$ cat config.mk
export PLATFORM = sky130hd
export DESIGN_NAME = pav_top
export DESIGN_NICKNAME = d
export VERILOG_FILES = /design/src/include/pav_pkg.sv /design/src/include/pav_vec_if.sv /design/src/rtl/pav_vector_former.sv /design/src/rtl/pav_top.sv
export VERILOG_INCLUDE_DIRS = /design/src /design/src/include
export SDC_FILE = /design/constraint.sdc
export NUM_CORES = 1
export LEC_CHECK = 0
export BUFFER_PORTS_ARGS = -buffer_cell sky130_fd_sc_hd__buf_4
export CORE_MARGIN = 1
export CORE_UTILIZATION = 35
export DETAILED_ROUTE_END_ITERATION = 8
export PLACE_DENSITY = 0.61
export SYNTH_ARGS = -nofsm -noshare
export SYNTH_HDL_FRONTEND = slang
export SYNTH_SLANG_ARGS = --single-unit
$ cat constraint.sdc
create_clock -name clk_sys_in -period 4 [get_ports clk_sys_in]
set_input_delay 0.4 -clock clk_sys_in [delete_from_list [all_inputs] [get_ports clk_sys_in]]
set_output_delay 0.4 -clock clk_sys_in [all_outputs]
set_load 0.01 [all_outputs]
$ cat src/include/pav_params.svh
// constants for the acknowledge vector and init sequencer
`ifndef PAV_PARAMS_SVH
`define PAV_PARAMS_SVH
`define PAV_CALL_OPCODE 8'hcd
`define PAV_W1_IC4      0
`define PAV_W1_SOLE_CONTROLLER     1
`define PAV_W1_ADI      2
`define PAV_W1_LEVEL_TRIGGER_SELECT     3
`define PAV_W1_MARK     4
`define PAV_W4_UPM      0
`define PAV_W4_AUTO_END_OF_SERVICE     1
`define PAV_W4_MS       2
`define PAV_W4_BUF      3
`define PAV_W4_SPECIAL_NESTED_SELECT     4
`define PAV_OCW2_EOI    5
`define PAV_OCW3_MARK   3
`define PAV_OCW3_ESMM   6
`define PAV_OCW3_SMM    5
`define PAV_OCW3_RR     1
`define PAV_OCW3_RIS    0
`define PAV_BYTE_RST    8'h00
`define PAV_EDGE_RST    8'hff
`define PAV_LEVEL_NONE  3'h7
`define PAV_PULSE_FIRST 2'h0
`define PAV_PULSE_MID   2'h1
`define PAV_PULSE_LAST3 2'h2
`endif

$ cat src/include/pav_pkg.sv
// types for the acknowledge vector and init sequencer
`default_nettype none
package pav_pkg;
	typedef enum logic [4:0] {
		pav_st_wait1 = 5'b00001,
		pav_st_w2    = 5'b00010,
		pav_st_w3    = 5'b00100,
		pav_st_w4    = 5'b01000,
		pav_st_run   = 5'b10000
	} pav_init_state_type;
	typedef logic [2:0] pav_level_type;
	typedef logic [1:0] pav_pulse_type;
endpackage
`default_nettype wire

$ cat src/include/pav_vec_if.sv
// interface between the sequencer and the vector byte former
`timescale 1ns/1ps
`default_nettype none
interface pav_vec_if;
	logic       family;
	logic       spacing4;
	logic [2:0] addr_low;
	logic [7:0] high_byte;
	logic [2:0] level;
	logic [1:0] pulse;
	logic [7:0] vec_byte;
	modport former (input family, spacing4, addr_low, high_byte, level, pulse, output vec_byte);
	modport user   (output family, spacing4, addr_low, high_byte, level, pulse, input vec_byte);
endinterface
`default_nettype wire

$ cat src/rtl/pav_vector_former.sv
// forms the byte driven during each acknowledge pulse
`timescale 1ns/1ps
`default_nettype none
`include "pav_params.svh"
module pav_vector_former
	import pav_pkg::*;
(
	pav_vec_if.former vec
);
	// byte selection by cpu family, pulse index and spacing
	always_comb begin
		vec.vec_byte = `PAV_CALL_OPCODE;
		if (vec.family) begin
			vec.vec_byte = {vec.high_byte[7:3], vec.level};
		end else if (vec.pulse == `PAV_PULSE_LAST3) begin
			vec.vec_byte = vec.high_byte;
		end else if (vec.pulse == `PAV_PULSE_MID) begin
			if (vec.spacing4) begin
				vec.vec_byte = {vec.addr_low, vec.level, 2'b00};
			end else begin
				vec.vec_byte = {vec.addr_low[2:1], vec.level, 3'b000};
			end
		end
	end
endmodule // pav_vector_former
`default_nettype wire

$ cat src/rtl/pav_top.sv
// acknowledge vector generation and init word sequencing of the interrupt controller
`timescale 1ns/1ps
`default_nettype none
`include "pav_params.svh"
module pav_top
	import pav_pkg::*;
(
	input  wire logic       clk_sys_in,
	input  wire logic       rst_n_in,
	input  wire logic       cs_n_in,
	input  wire logic       wr_n_in,
	input  wire logic       rd_n_in,
	input  wire logic       a0_in,
	input  wire logic [7:0] data_in,
	output logic      [7:0] data_out,
	output logic            data_oe_out,
	input  wire logic       ack_strobe_n_in,
	input  wire logic [7:0] request_inputs_in,
	output logic            int_out,
	input  wire logic [2:0] cas_in,
	output logic      [2:0] cas_out,
	output logic            cas_oe_out,
	input  wire logic       role_pin_in,
	output logic            role_pin_out,
	output logic            role_pin_oe_out,
	output logic            special_nested_out
);
	pav_init_state_type state_reg;
	logic [7:0]    w1_reg, w2_reg, w3_reg, w4_reg;
	logic [7:0]    mask_reg, pending_reg, service_reg, req_prev_reg;
	logic [7:0]    pend_next, clr_sel, rise;
	logic          read_isr_reg, smm_reg, wr_prev_reg, ack_prev_reg;
	pav_pulse_type pulse_reg;
	pav_level_type level_reg;
	logic          had_reg, casc_reg;
	logic [2:0]    cas_out_reg;
	logic [7:0]    data_out_reg;
	logic          data_oe_reg, int_reg;

	// pick the highest priority set bit, flag in bit 3
	function automatic logic [3:0] pick(input logic [7:0] v);
		pick = {1'b0, `PAV_LEVEL_NONE};
		for (int i = 7; i >= 0; i--) begin
			if (v[i]) begin
				pick = {1'b1, 3'(i)};
			end
		end
	endfunction

	// bus strobes sampled on the clock
	logic write_take, init_word_one_hit, running, ack_fall, ack_rise, read_now;
	assign write_take = wr_prev_reg & ~wr_n_in & ~cs_n_in;
	assign init_word_one_hit   = write_take & ~a0_in & data_in[`PAV_W1_MARK];
	assign running    = (state_reg == pav_st_run);
	assign ack_fall   = ack_prev_reg & ~ack_strobe_n_in;
	assign ack_rise   = ~ack_prev_reg & ack_strobe_n_in;
	assign read_now   = ~cs_n_in & ~rd_n_in;

	// configuration decode
	logic family, single, buffered, is_master, master_role, slave_hit, level_trigger_select, auto_eos;
	assign family      = w4_reg[`PAV_W4_UPM];
	assign single      = w1_reg[`PAV_W1_SOLE_CONTROLLER];
	assign buffered    = w4_reg[`PAV_W4_BUF];
	assign is_master   = buffered ? w4_reg[`PAV_W4_MS] : role_pin_in;
	assign master_role = is_master | single;
	assign slave_hit   = ~master_role & (cas_in == w3_reg[2:0]);
	assign level_trigger_select        = w1_reg[`PAV_W1_LEVEL_TRIGGER_SELECT];
	assign auto_eos    = w4_reg[`PAV_W4_AUTO_END_OF_SERVICE];
	assign special_nested_out = w4_reg[`PAV_W4_SPECIAL_NESTED_SELECT];

	// init word sequencer
	always_ff @(posedge clk_sys_in) begin
		if (!rst_n_in) begin
			state_reg <= pav_st_wait1;
		end else if (init_word_one_hit) begin
			state_reg <= pav_st_w2;
		end else if (write_take && a0_in) begin
			unique case (state_reg)
				pav_st_wait1: state_reg <= pav_st_wait1;
				pav_st_w2: begin
					if (!w1_reg[`PAV_W1_SOLE_CONTROLLER]) begin
						state_reg <= pav_st_w3;
					end else if (w1_reg[`PAV_W1_IC4]) begin
						state_reg <= pav_st_w4;
					end else begin
						state_reg <= pav_st_run;
					end
				end
				pav_st_w3: state_reg <= w1_reg[`PAV_W1_IC4] ? pav_st_w4 : pav_st_run;
				pav_st_w4: state_reg <= pav_st_run;
				pav_st_run: state_reg <= pav_st_run;
			endcase
		end
	end

	// init word storage
	always_ff @(posedge clk_sys_in) begin
		if (!rst_n_in) begin
			w1_reg <= `PAV_BYTE_RST;
			w2_reg <= `PAV_BYTE_RST;
			w3_reg <= `PAV_BYTE_RST;
			w4_reg <= `PAV_BYTE_RST;
		end else if (init_word_one_hit) begin
			w1_reg <= data_in;
			if (!data_in[`PAV_W1_IC4]) begin
				w4_reg <= `PAV_BYTE_RST;
			end
		end else if (write_take && a0_in) begin
			if (state_reg == pav_st_w2) w2_reg <= data_in;
			if (state_reg == pav_st_w3) w3_reg <= data_in;
			if (state_reg == pav_st_w4) w4_reg <= data_in;
		end
	end

	// command words after init: mask, read select, special mask
	logic ocw_take;
	assign ocw_take = write_take & running & ~init_word_one_hit;
	always_ff @(posedge clk_sys_in) begin
		if (!rst_n_in || init_word_one_hit) begin
			mask_reg     <= `PAV_BYTE_RST;
			read_isr_reg <= 1'b0;
			smm_reg      <= 1'b0;
		end else if (ocw_take && a0_in) begin
			mask_reg <= data_in;
		end else if (ocw_take && data_in[`PAV_OCW3_MARK]) begin
			if (data_in[`PAV_OCW3_RR]) read_isr_reg <= data_in[`PAV_OCW3_RIS];
			if (data_in[`PAV_OCW3_ESMM]) smm_reg <= data_in[`PAV_OCW3_SMM];
		end
	end

	// priority resolution, fixed order with level 0 highest
	logic [3:0] res, srv, elig;
	logic       res_had, res_casc;
	assign res      = pick(pending_reg & ~mask_reg);
	assign srv      = pick(service_reg);
	assign elig     = pick(pending_reg & ~mask_reg & ~(smm_reg ? service_reg : 8'h00));
	assign res_had  = res[3];
	assign res_casc = master_role & ~single & res_had & w3_reg[res[2:0]];

	// level used during the current sequence
	pav_level_type cur_level;
	logic          cur_casc, cur_had, sel_pulse, last_pulse, sel_event;
	assign cur_level  = (pulse_reg == `PAV_PULSE_FIRST) ? res[2:0] : level_reg;
	assign cur_casc   = (pulse_reg == `PAV_PULSE_FIRST) ? res_casc : casc_reg;
	assign cur_had    = (pulse_reg == `PAV_PULSE_FIRST) ? res_had : had_reg;
	assign sel_pulse  = master_role ? (pulse_reg == (family ? `PAV_PULSE_MID : `PAV_PULSE_FIRST))
		: ((pulse_reg == `PAV_PULSE_MID) & slave_hit);
	assign last_pulse = (pulse_reg == (family ? `PAV_PULSE_MID : `PAV_PULSE_LAST3));
	assign sel_event  = running & ack_fall & sel_pulse & cur_had;

	// per line edge capture and pending bits
	for (genvar g = 0; g < 8; g++) begin : g_req
		assign rise[g]      = request_inputs_in[g] & ~req_prev_reg[g];
		assign clr_sel[g]   = sel_event & (cur_level == 3'(g));
		assign pend_next[g] = init_word_one_hit ? 1'b0
			: level_trigger_select ? request_inputs_in[g]
			: (rise[g] | (pending_reg[g] & ~clr_sel[g]));
	end

	// edge detector history, rearmed high on the first word
	always_ff @(posedge clk_sys_in) begin
		if (!rst_n_in) begin
			req_prev_reg <= `PAV_EDGE_RST;
			pending_reg  <= `PAV_BYTE_RST;
		end else begin
			req_prev_reg <= init_word_one_hit ? `PAV_EDGE_RST : request_inputs_in;
			pending_reg  <= pend_next;
		end
	end

	// in-service bits: select, automatic end, command end
	always_ff @(posedge clk_sys_in) begin
		if (!rst_n_in || init_word_one_hit) begin
			service_reg <= `PAV_BYTE_RST;
		end else if (sel_event) begin
			service_reg[cur_level] <= 1'b1;
		end else if (running && ack_rise && last_pulse && auto_eos && had_reg) begin
			service_reg[level_reg] <= 1'b0;
		end else if (ocw_take && !a0_in && !data_in[`PAV_OCW3_MARK]
			&& data_in[`PAV_OCW2_EOI] && srv[3]) begin
			service_reg[srv[2:0]] <= 1'b0;
		end
	end

	// acknowledge pulse counter and frozen level
	always_ff @(posedge clk_sys_in) begin
		if (!rst_n_in || init_word_one_hit) begin
			pulse_reg <= `PAV_PULSE_FIRST;
			level_reg <= `PAV_LEVEL_NONE;
			had_reg   <= 1'b0;
			casc_reg  <= 1'b0;
		end else if (running) begin
			if (ack_fall && pulse_reg == `PAV_PULSE_FIRST) begin
				level_reg <= res[2:0];
				had_reg   <= res_had;
				casc_reg  <= res_casc;
			end
			if (ack_rise) begin
				pulse_reg <= last_pulse ? `PAV_PULSE_FIRST : pulse_reg + 2'h1;
			end
		end
	end

	// cascade code, driven by the master from the first pulse to the last
	always_ff @(posedge clk_sys_in) begin
		if (!rst_n_in || init_word_one_hit) begin
			cas_out_reg <= 3'h0;
		end else if (running && ack_fall && pulse_reg == `PAV_PULSE_FIRST) begin
			cas_out_reg <= res_casc ? res[2:0] : 3'h0;
		end else if (running && ack_rise && last_pulse) begin
			cas_out_reg <= 3'h0;
		end
	end
	assign cas_out    = cas_out_reg;
	assign cas_oe_out = running & master_role & ~single;

	// byte former connection
	pav_vec_if vif ();
	assign vif.family    = family;
	assign vif.spacing4  = w1_reg[`PAV_W1_ADI];
	assign vif.addr_low  = w1_reg[7:5];
	assign vif.high_byte = w2_reg;
	assign vif.level     = cur_level;
	assign vif.pulse     = pulse_reg;
	pav_vector_former u_former (
		.vec (vif)
	);

	// whether this pulse needs a byte from this device
	logic need, drive_now;
	always_comb begin
		need = master_role ? ~cur_casc : slave_hit;
		if (pulse_reg == `PAV_PULSE_FIRST) begin
			need = ~family & master_role;
		end
	end
	assign drive_now = running & ~ack_strobe_n_in & need;

	// data bus output and enable
	always_ff @(posedge clk_sys_in) begin
		if (!rst_n_in) begin
			data_out_reg <= `PAV_BYTE_RST;
			data_oe_reg  <= 1'b0;
		end else begin
			data_oe_reg <= drive_now | read_now;
			if (drive_now) begin
				data_out_reg <= vif.vec_byte;
			end else if (a0_in) begin
				data_out_reg <= mask_reg;
			end else begin
				data_out_reg <= read_isr_reg ? service_reg : pending_reg;
			end
		end
	end
	assign data_out    = data_out_reg;
	assign data_oe_out = data_oe_reg;

	// buffered mode turns the role pin into a low active transceiver enable
	assign role_pin_oe_out = buffered;
	assign role_pin_out    = ~data_oe_reg;

	// request line toward the cpu, fully nested compare
	always_ff @(posedge clk_sys_in) begin
		if (!rst_n_in) begin
			wr_prev_reg  <= 1'b1;
			ack_prev_reg <= 1'b1;
			int_reg      <= 1'b0;
		end else begin
			wr_prev_reg  <= wr_n_in;
			ack_prev_reg <= ack_strobe_n_in;
			int_reg      <= running & elig[3] & (smm_reg | ~srv[3] | (elig[2:0] < srv[2:0])
				| (special_nested_out & elig[2:0] == srv[2:0]));
		end
	end
	assign int_out = int_reg;
endmodule // pav_top
`default_nettype wire

Yosys cells after proc, flatten, opt, wreduce, memory -nomap -nowiden
Cells that the tools add are included.
Storage, ports and cells
  flip-flop bits (word level): 90
  input bits: 27
  output and inout bits: 17
  word-level logic and storage cells: 261
Operators by class
  $add $sub $neg: 1
  $lt $le $gt $ge: 8
  eq/ne operators: 19
  mux-type cells: 73
  bitwise gates (word level): 102
  reduce and logical (&&, ||, !) cells: 36
Operators by type and width (count)
  2-to-1 mux 4 bit: 24
  2-to-1 mux 8 bit: 10
  bitwise AND 1 bit: 49
  bitwise AND 8 bit: 4
  inverter 8 bit: 4
  inverter 1 bit: 31
  2-to-1 mux 5 bit: 6
  one-hot mux 5 bit (4 select lines): 1
  2-to-1 mux 1 bit: 19
  logical AND 1 bit: 17
  less-than comparator 3 x 4 -> 1 bit, second input constant: 4
  AND reduction 3 bit: 5
  bitwise OR 1 bit: 13
  == test 3 bit, second input constant: 4
  2-to-1 mux 3 bit: 4
  demux 1 bit (select 3 bit): 3
  greater-or-equal comparator 3 x 1 -> 1 bit, second input constant: 3
  2-to-1 mux 2 bit: 4
  bitwise OR 8 bit: 1
  == test 3 x 2 -> 1 bit, second input constant: 2
  == test 3 bit: 2
  2-to-1 mux 6 bit: 1
  nonzero test 2 bit: 3
  == test 5 x 1 -> 1 bit, second input constant: 1
  other kinds (20): 24

Longest topological paths before layout
Gate-level depths: netlist of the first run.
  word-level depth: 19
  mapped depth: 13
  mapped depth without buffers: 12

Modules after synthesis
From an unflattened synthesis of the first run, not the netlist that was laid out.
Second synthesis, totals
  cells, all modules: 594
  area total of the unflattened synthesis: 4813.4 um2
Modules (own cells, without submodules)
  pav_top: instances 1, cells an instance 568, area each 4649.5 um2, seq. area each 1781.7 um2
  pav_vector_former: instances 1, cells an instance 26, area each 163.9 um2, seq. area each 0.0 um2

Worst setup path after synthesis of the first run
No wires, ideal clock.
  kind: register -> register
  start point: register mask_reg[3]
  end point: register int_reg (netlist: int_out)
  setup time: 115 ps
  data arrival time: 2108 ps
  data required time: 3885 ps
  slack: 1778 ps
  stages on the path, launching flop included: 13
  buffers on the path: 1
  clock period less this slack: 2222 ps
  cells stage by stage: dfxtp_1 > nand2b_1 > clkbuf_1 > a21o_1 > o221ai_1 > nor2_1 > nor2_1 > ha_1 > nor2b_1 > o21a_1 > o21ai_0 > a21oi_1 > a2111oi_0
Between the ends
  cells in the longest elaborated chain, start to end: 11
  elaborated cells between the ends (all ways): 14
  classes of those cells: order compare (1); eq/ne (1); mux (4); bitwise (8)
RTL lines
  start, declared: RTL line pav_top.sv:30  | logic [7:0] mask_reg, pending_reg, service_reg, req_prev_reg;
  start signal, assigned: RTL line pav_top.sv:120  | mask_reg <= `PAV_BYTE_RST;
  start signal, assigned: RTL line pav_top.sv:124  | mask_reg <= data_in;
  inverter 8 bit (*): RTL line pav_top.sv:136  | assign elig = pick(pending_reg & ~mask_reg & ~(smm_reg ? service_reg : 8'h00));
  bitwise AND 8 bit (*) (2 in series): RTL line pav_top.sv:136
  2-to-1 mux 4 bit (*) (4 in series): RTL line pav_top.sv:44  | if (v[i]) begin
  less-than comparator 3 bit / == test 3 bit (equally long branches): RTL line pav_top.sv:271, pav_top.sv:272
  bitwise OR 1 bit / bitwise AND 1 bit (equally long branches): RTL line pav_top.sv:271, pav_top.sv:272
  bitwise OR 1 bit: RTL line pav_top.sv:272  | | (special_nested_out & elig[2:0] == srv[2:0]));
  bitwise AND 1 bit (*): RTL line pav_top.sv:271  | int_reg <= running & elig[3] & (smm_reg | ~srv[3] | (elig[2:0] < srv[2:0])
  end signal, assigned: RTL line pav_top.sv:271
  end, declared: RTL line pav_top.sv:38  | logic data_oe_reg, int_reg;
Every way passes the cells marked *; elsewhere a longest branch is shown, timed or not.
A chain may end at the register's enable or synchronous reset.

Worst setup path after layout of the first run
  start point: register pulse_reg[1]
  end point: register data_out_reg[4] (netlist: data_out[4])
Between the ends
  cells in the longest elaborated chain, start to end: 7
  elaborated cells between the ends (all ways): 14
  classes of those cells: eq/ne (2); mux (9); bitwise (2); reduce/logical (1)
RTL lines
  start, declared: RTL line pav_top.sv:33  | pav_pulse_type pulse_reg;
  start signal, assigned: RTL line pav_top.sv:188  | pulse_reg <= `PAV_PULSE_FIRST;
  start signal, assigned: RTL line pav_top.sv:199  | pulse_reg <= last_pulse ? `PAV_PULSE_FIRST : pulse_reg + 2'h1;
  logical NOT 2 bit (no source line)
  2-to-1 mux 3 bit / 2-to-1 mux 1 bit (equally long branches): RTL line pav_top.sv:143, pav_top.sv:144
  2-to-1 mux 6 bit / inverter 1 bit (equally long branches): RTL line pav_vector_former.sv:18, pav_top.sv:232
  2-to-1 mux 8 bit / 2-to-1 mux 1 bit (equally long branches): RTL line pav_vector_former.sv:17, pav_top.sv:232
  2-to-1 mux 8 bit / 2-to-1 mux 1 bit (equally long branches): RTL line pav_vector_former.sv:15, pav_top.sv:233
  2-to-1 mux 8 bit / bitwise AND 1 bit (equally long branches): RTL line pav_vector_former.sv:13, pav_top.sv:237
  2-to-1 mux 8 bit (*): RTL line pav_top.sv:246  | if (drive_now) begin
  end signal, assigned: RTL line pav_top.sv:247  | data_out_reg <= vif.vec_byte;
  end signal, assigned: RTL line pav_top.sv:249  | data_out_reg <= mask_reg;
  end signal, assigned: RTL line pav_top.sv:251  | data_out_reg <= read_isr_reg ? service_reg : pending_reg;
  end, declared: RTL line pav_top.sv:37  | logic [7:0] data_out_reg;
Marks and branches as above.

==> results.toml, run 1 <==
[outcome]
status = "finished clean"

[clock_tree]
cts_tree = "done"
clk_pin_slew_ns = 0.07
cts_buffers = 9
clkLatencyLatePin_ns = 0.35
h-tree-depth = 3
ctsResizeCount = 0
cts_buffer_depth = 2
clockRootBuffer = "clkbuf_16"
cts_sinks = 89
post_cts_buffers = 0
hold_buffers = 0

[global_route]
grt_first_pass_wirelength_microns = 22540
grt_antenna_before_repair = 0
grt-ovfl-total = 0
grt_pass1_vias = 4270
grtUsageTotal_pct = 20.78
grt_max_degree = 43

[place]
port_buffers = 43
dp_hpwl_microns = 10120
place.gp.congestion = 0.9061
pre_cts_ws_ns = 1.283

[power_and_ir_drop]
power_density_mw_per_mm2 = 360.4
max-vdd-ir-drop_mv = 0.1671
p_leak_nw = 2.080
total_power_w = 0.001954

[critical_path]
crit_required_ns = 4.28
critPathLaunchType = "flip-flop"
crit_type = "flip-flop to flip-flop"
cp-end-kind = "flip-flop"
path_max_fanout = 17
cp.arrival_ns = 3.08

[sta]
final-setup-viol-count = 0
setup_tns_ns = 0
period_needed_ns = 2.806
final-hold-violation-count = 0
setup_slack_ns = 1.194
clock.fmax_ghz = 0.3564
drv_slew = 0
skew_ns = 0.01022
whs_ns = 0.2424
rsz0062_at_grt = "no"
period_share_pct = 70.16
worstMarginPinSlew_ns = 1.081
slew_headroom_pct = 27.80

[finish]
final.fill_count = 1307
drive_gt1_share_pct = 13.28
area_delta_synth_final_pct = 15.58
fin_util_pct = 42.27
diodes = 0
seqCellArea_sq_mm = 0.001782
multi_input_area_sq_mm = 0.002680
nets = 653

[routing]
vias = 4462
dr_wl_met2_microns = 6502
final_antenna_net_count = 0
route.met3.wl_microns = 871
drtIter0Drc = 321
wl_microns = 14030
wl_met1_microns = 6432
viasPerCell = 5.598
dr.pass1.iters = 5
wl_per_cell_microns = 17.60
routed.top_layer = "met4"
drcViolationCount = 0

[floorplan]
die_h_microns = 117.8
ios = 44
chipWidth_microns = 117.8
rows = 41
dieArea_sq_mm = 0.01387
initial_core_util_pct = 36.58
core_area_sq_mm = 0.01282

[synthesis]
synth_top_area_share_pct = 37.98
synth_edf_count = 0
synth_cell_types = 60
synth_area_leader_cell = "dfxtp_1"
synth_nets = 628
syn_area_sq_mm = 0.004691
synthArstFlopShare_pct = 0
syn_area_per_cell_sq_um = 7.884
ys_seq_area_share_pct = 37.98
ys_ff_latch = 89
ys.flop_type = "dfxtp_1"
synth.most_common_cell = "dfxtp_1"
yosys_warnings = 0
synthCells = 595
ys_top_cells_by_area = "dfxtp_1 38%, a21oi_1 6.2%, mux2i_1 6.2%"
synth_common_cells = "89 x dfxtp_1, 70 x nor2_1, 68 x nand2_1"

[job]
drv_cap = 0

[worst_hold_path]
hp-class = "input pin to flip-flop"
[stage by stage]
stage	instances	cell area, sq um
after global routing	797	5421
final	797	5421
after detailed placement	781	5127
after CTS	797	5421
after global placement	781	5127
after floorplan	595	4691
[power breakdown]
group	internal, W	leakage, nW	switching (W)
Sequential	0.000900	0.722	0.00000961
Clock	0.000487	0.149	0.000350
Combinational	0.0000738	1.21	0.000133
Total	0.00146	2.08	0.000492
[layout by cell type (no fill, tap or decap), drive strengths merged, types with 17 or more instances in the layout]
cell type,Yosys,final
a21oi,58,58
or3,18,18
dfxtp,89,89
buf,5,50
nand2b,17,17
inv,19,19
nand2,68,68
nor2,70,70
o21ai,39,39
mux2i,29,29
[worst max-delay path, cell delays in order, from the launching register on]
cell and delay (ns):
dfxtp_1 0.35, inv_1 0.13, ha_1 0.34, clkinv_1 0.30, nor2_1 0.15, o21ai_0 0.13, a211oi_2 0.89, o21ai_0 0.26
a31oi_1 0.18
[metal layers]
metal	up-vias	global-route usage [%]
li1	2152	-
met4	0	6.891
met3	19	4.118
met2	156	33.46
met5	-	0
met1	2135	27.65
[layout make-up]
cell class / count / share of cell area, %
sequential: 89 / 32.86
tap: 172 / 3.970
clock inverter: 2 / 0.1846
clock buffer: 14 / 5.239
timing repair buffer: 50 / 6.924
multi-input combinational: 450 / 49.43
inverter: 20 / 1.385
[cells by family (layout without fill, tap and decap cells)]
logic type	count (synthesis)	count (layout)	share of synthesized area (%)
AO/OA/AOI/OAI	160	160	21.05
XOR/XNOR	5	5	0.9335
adder cells (fa/ha/maj)	6	6	1.600
buffers and inverters	56	86	4.881
flip-flops	89	89	37.98
multiplexers	35	35	7.629
AND/OR/NAND/NOR	244	244	25.93
[path summary, 6_finish.rpt]
check | cells past startpoint | to | slack, ns | from
min | 2 | req_prev_reg[4] | 0.24 | request_inputs_in[4]
max | 8 | data_out[4] | 1.19 | pulse_reg[1]
min reg2reg | 2 | w1_reg[7] | 0.45 | w1_reg[7]
max reg2reg | 8 | data_out[4] | 1.19 | pulse_reg[1]
(Power assumes the default switching activity.)
==> inputs of run 2 (changes only) <==
--- a/config.mk
+++ b/config.mk
@@ -10,7 +10,7 @@
 export CORE_MARGIN = 1
 export CORE_UTILIZATION = 35
 export DETAILED_ROUTE_END_ITERATION = 8
-export PLACE_DENSITY = 0.61
+export PLACE_DENSITY = 0.63
 export SYNTH_ARGS = -nofsm -noshare
 export SYNTH_HDL_FRONTEND = slang
 export SYNTH_SLANG_ARGS = --single-unit
==> constraint.sdc (replaced) <==
create_clock -name clk_sys_in -period 2.5 [get_ports clk_sys_in]
set_input_delay 0.25 -clock clk_sys_in [delete_from_list [all_inputs] [get_ports clk_sys_in]]
set_output_delay 0.25 -clock clk_sys_in [all_outputs]
set_load 0.01 [all_outputs]
==> results.toml, run 2 (synthesized netlist as in run 1, its figures left out) <==
[critical_path]
critPathLaunchType = "flip-flop"
cp.arrival_ns = 2.67
cp-end-kind = "flip-flop"
crit_type = "flip-flop to flip-flop"
crit_required_ns = 2.77
path_max_fanout = 8

[clock_tree]
clk_pin_slew_ns = 0.06
cts_buffer_depth = 2
clkLatencyLatePin_ns = 0.33
cts_buffers = 9
cts_tree = "done"
ctsResizeCount = 0
post_cts_buffers = 0
hold_buffers = 0
cts_sinks = 89
h-tree-depth = 3
clockRootBuffer = "clkbuf_16"

[global_route]
grt_antenna_before_repair = 0
grt-ovfl-total = 0
grt_pass1_vias = 4340
grt_first_pass_wirelength_microns = 23560
grt_max_degree = 43
grtUsageTotal_pct = 21.63

[routing]
final_antenna_net_count = 0
vias = 4560
drtIter0Drc = 403
drcViolationCount = 0
wl_per_cell_microns = 17.73
viasPerCell = 5.521
dr.pass1.iters = 5
wl_microns = 14640

[finish]
final_cell_count_no_fill = 826
final_common_cell = "dfxtp_1"
area_delta_synth_final_pct = 21.29
fin_util_pct = 44.36
nets = 682
final_cell_mix = "88 x dfxtp_1, 77 x buf_4, 70 x nor2_1"
diodes = 0
drive_gt1_share_pct = 17.74

[outcome]
status = "finished clean"

[place]
place.gp.congestion = 0.9261
port_buffers = 43
dp_hpwl_microns = 10960
dp_cells = 810

[sta]
period_needed_ns = 2.402
slew_headroom_pct = 53.28
final-hold-violation-count = 0
setup_tns_ns = 0
rsz0062_at_grt = "no"
skew_ns = 0.004229
final-setup-viol-count = 0
drv_slew = 0
clock.fmax_ghz = 0.4163
period_share_pct = 96.08
worstMarginPinSlew_ns = 0.6832

[floorplan]
ios = 44
rows = 41
die_h_microns = 117.8
core_area_sq_mm = 0.01282
chipWidth_microns = 117.8
dieArea_sq_mm = 0.01387
initial_core_util_pct = 36.58

[power_and_ir_drop]
p_leak_nw = 2.225
power_density_mw_per_mm2 = 556.1
max-vdd-ir-drop_mv = 0.2401

[job]
drv_cap = 0

[worst_hold_path]
hp-class = "input pin to flip-flop"
-- run 2: routing by layer --
| layer | track usage (%) | vias to the layer above | wire [microns] |
|---|---|---|---|
| li1 | - | 2206 | - |
| met1 | 30.71 | 2201 | 6968 |
| met2 | 33.42 | 132 | 6614 |
| met3 | 2.519 | 21 | 729 |
| met4 | 8.013 | 0 | 330 |
| met5 | 0 | - | 0 |
-- run 2: worst paths after layout --
| kind | from | end | slack, ns | depth (start not counted) |
|---|---|---|---|---|
| worst max-delay path | pending_reg[6] | pending_reg[7] | 0.1 | 7 |
| worst min-delay path | request_inputs_in[2] | req_prev_reg[2] | 0.11 | 2 |
| worst max register to register | pending_reg[6] | pending_reg[7] | 0.1 | 7 |
| worst min register to register | vif.high_byte[0] | vif.high_byte[0] | 0.45 | 2 |
-- run 2: stage by stage --
step	hold slack [ns]	worst slack, ns	total power, W	area [sq um]
2_1_floorplan	0.3515	0.2778	0.001676	4691
3_3_place_gp	0.4364	0.07575	0.001839	5370
3_5_place_dp	0.4390	0.04427	0.001841	5370
4_1_cts	0.1022	0.01328	0.003179	5662
5_1_grt	0.1116	0.01001	0.003279	5689
6_report	0.1064	0.09795	0.003164	5689
-- run 2: area by class of cell --
class | instances | area [sq um]
fillers | 1314 | 7136
multi-input cells | 450 | 2706
flip-flops and latches | 89 | 1783
repair buffers | 79 | 618.1
clock buffers | 14 | 254.0
well taps | 172 | 215.2
inverters | 20 | 75.07
clock inverters | 2 | 37.54
-- run 2: critical path, stage by stage (launching register included) --
cell,delay [ns]
dfxtp_1,0.32
nor2b_2,0.18
or4_1,0.58
o31ai_1,0.45
nor3_2,0.11
buf_4,0.18
a311o_1,0.36
a21oi_1,0.15
-- run 2: report_power, final --
| group | internal, W | switching [W] |
|---|---|---|
| Combinational | 0.000145 | 0.000221 |
| Sequential | 0.00144 | 0.0000140 |
| Clock | 0.000804 | 0.000539 |
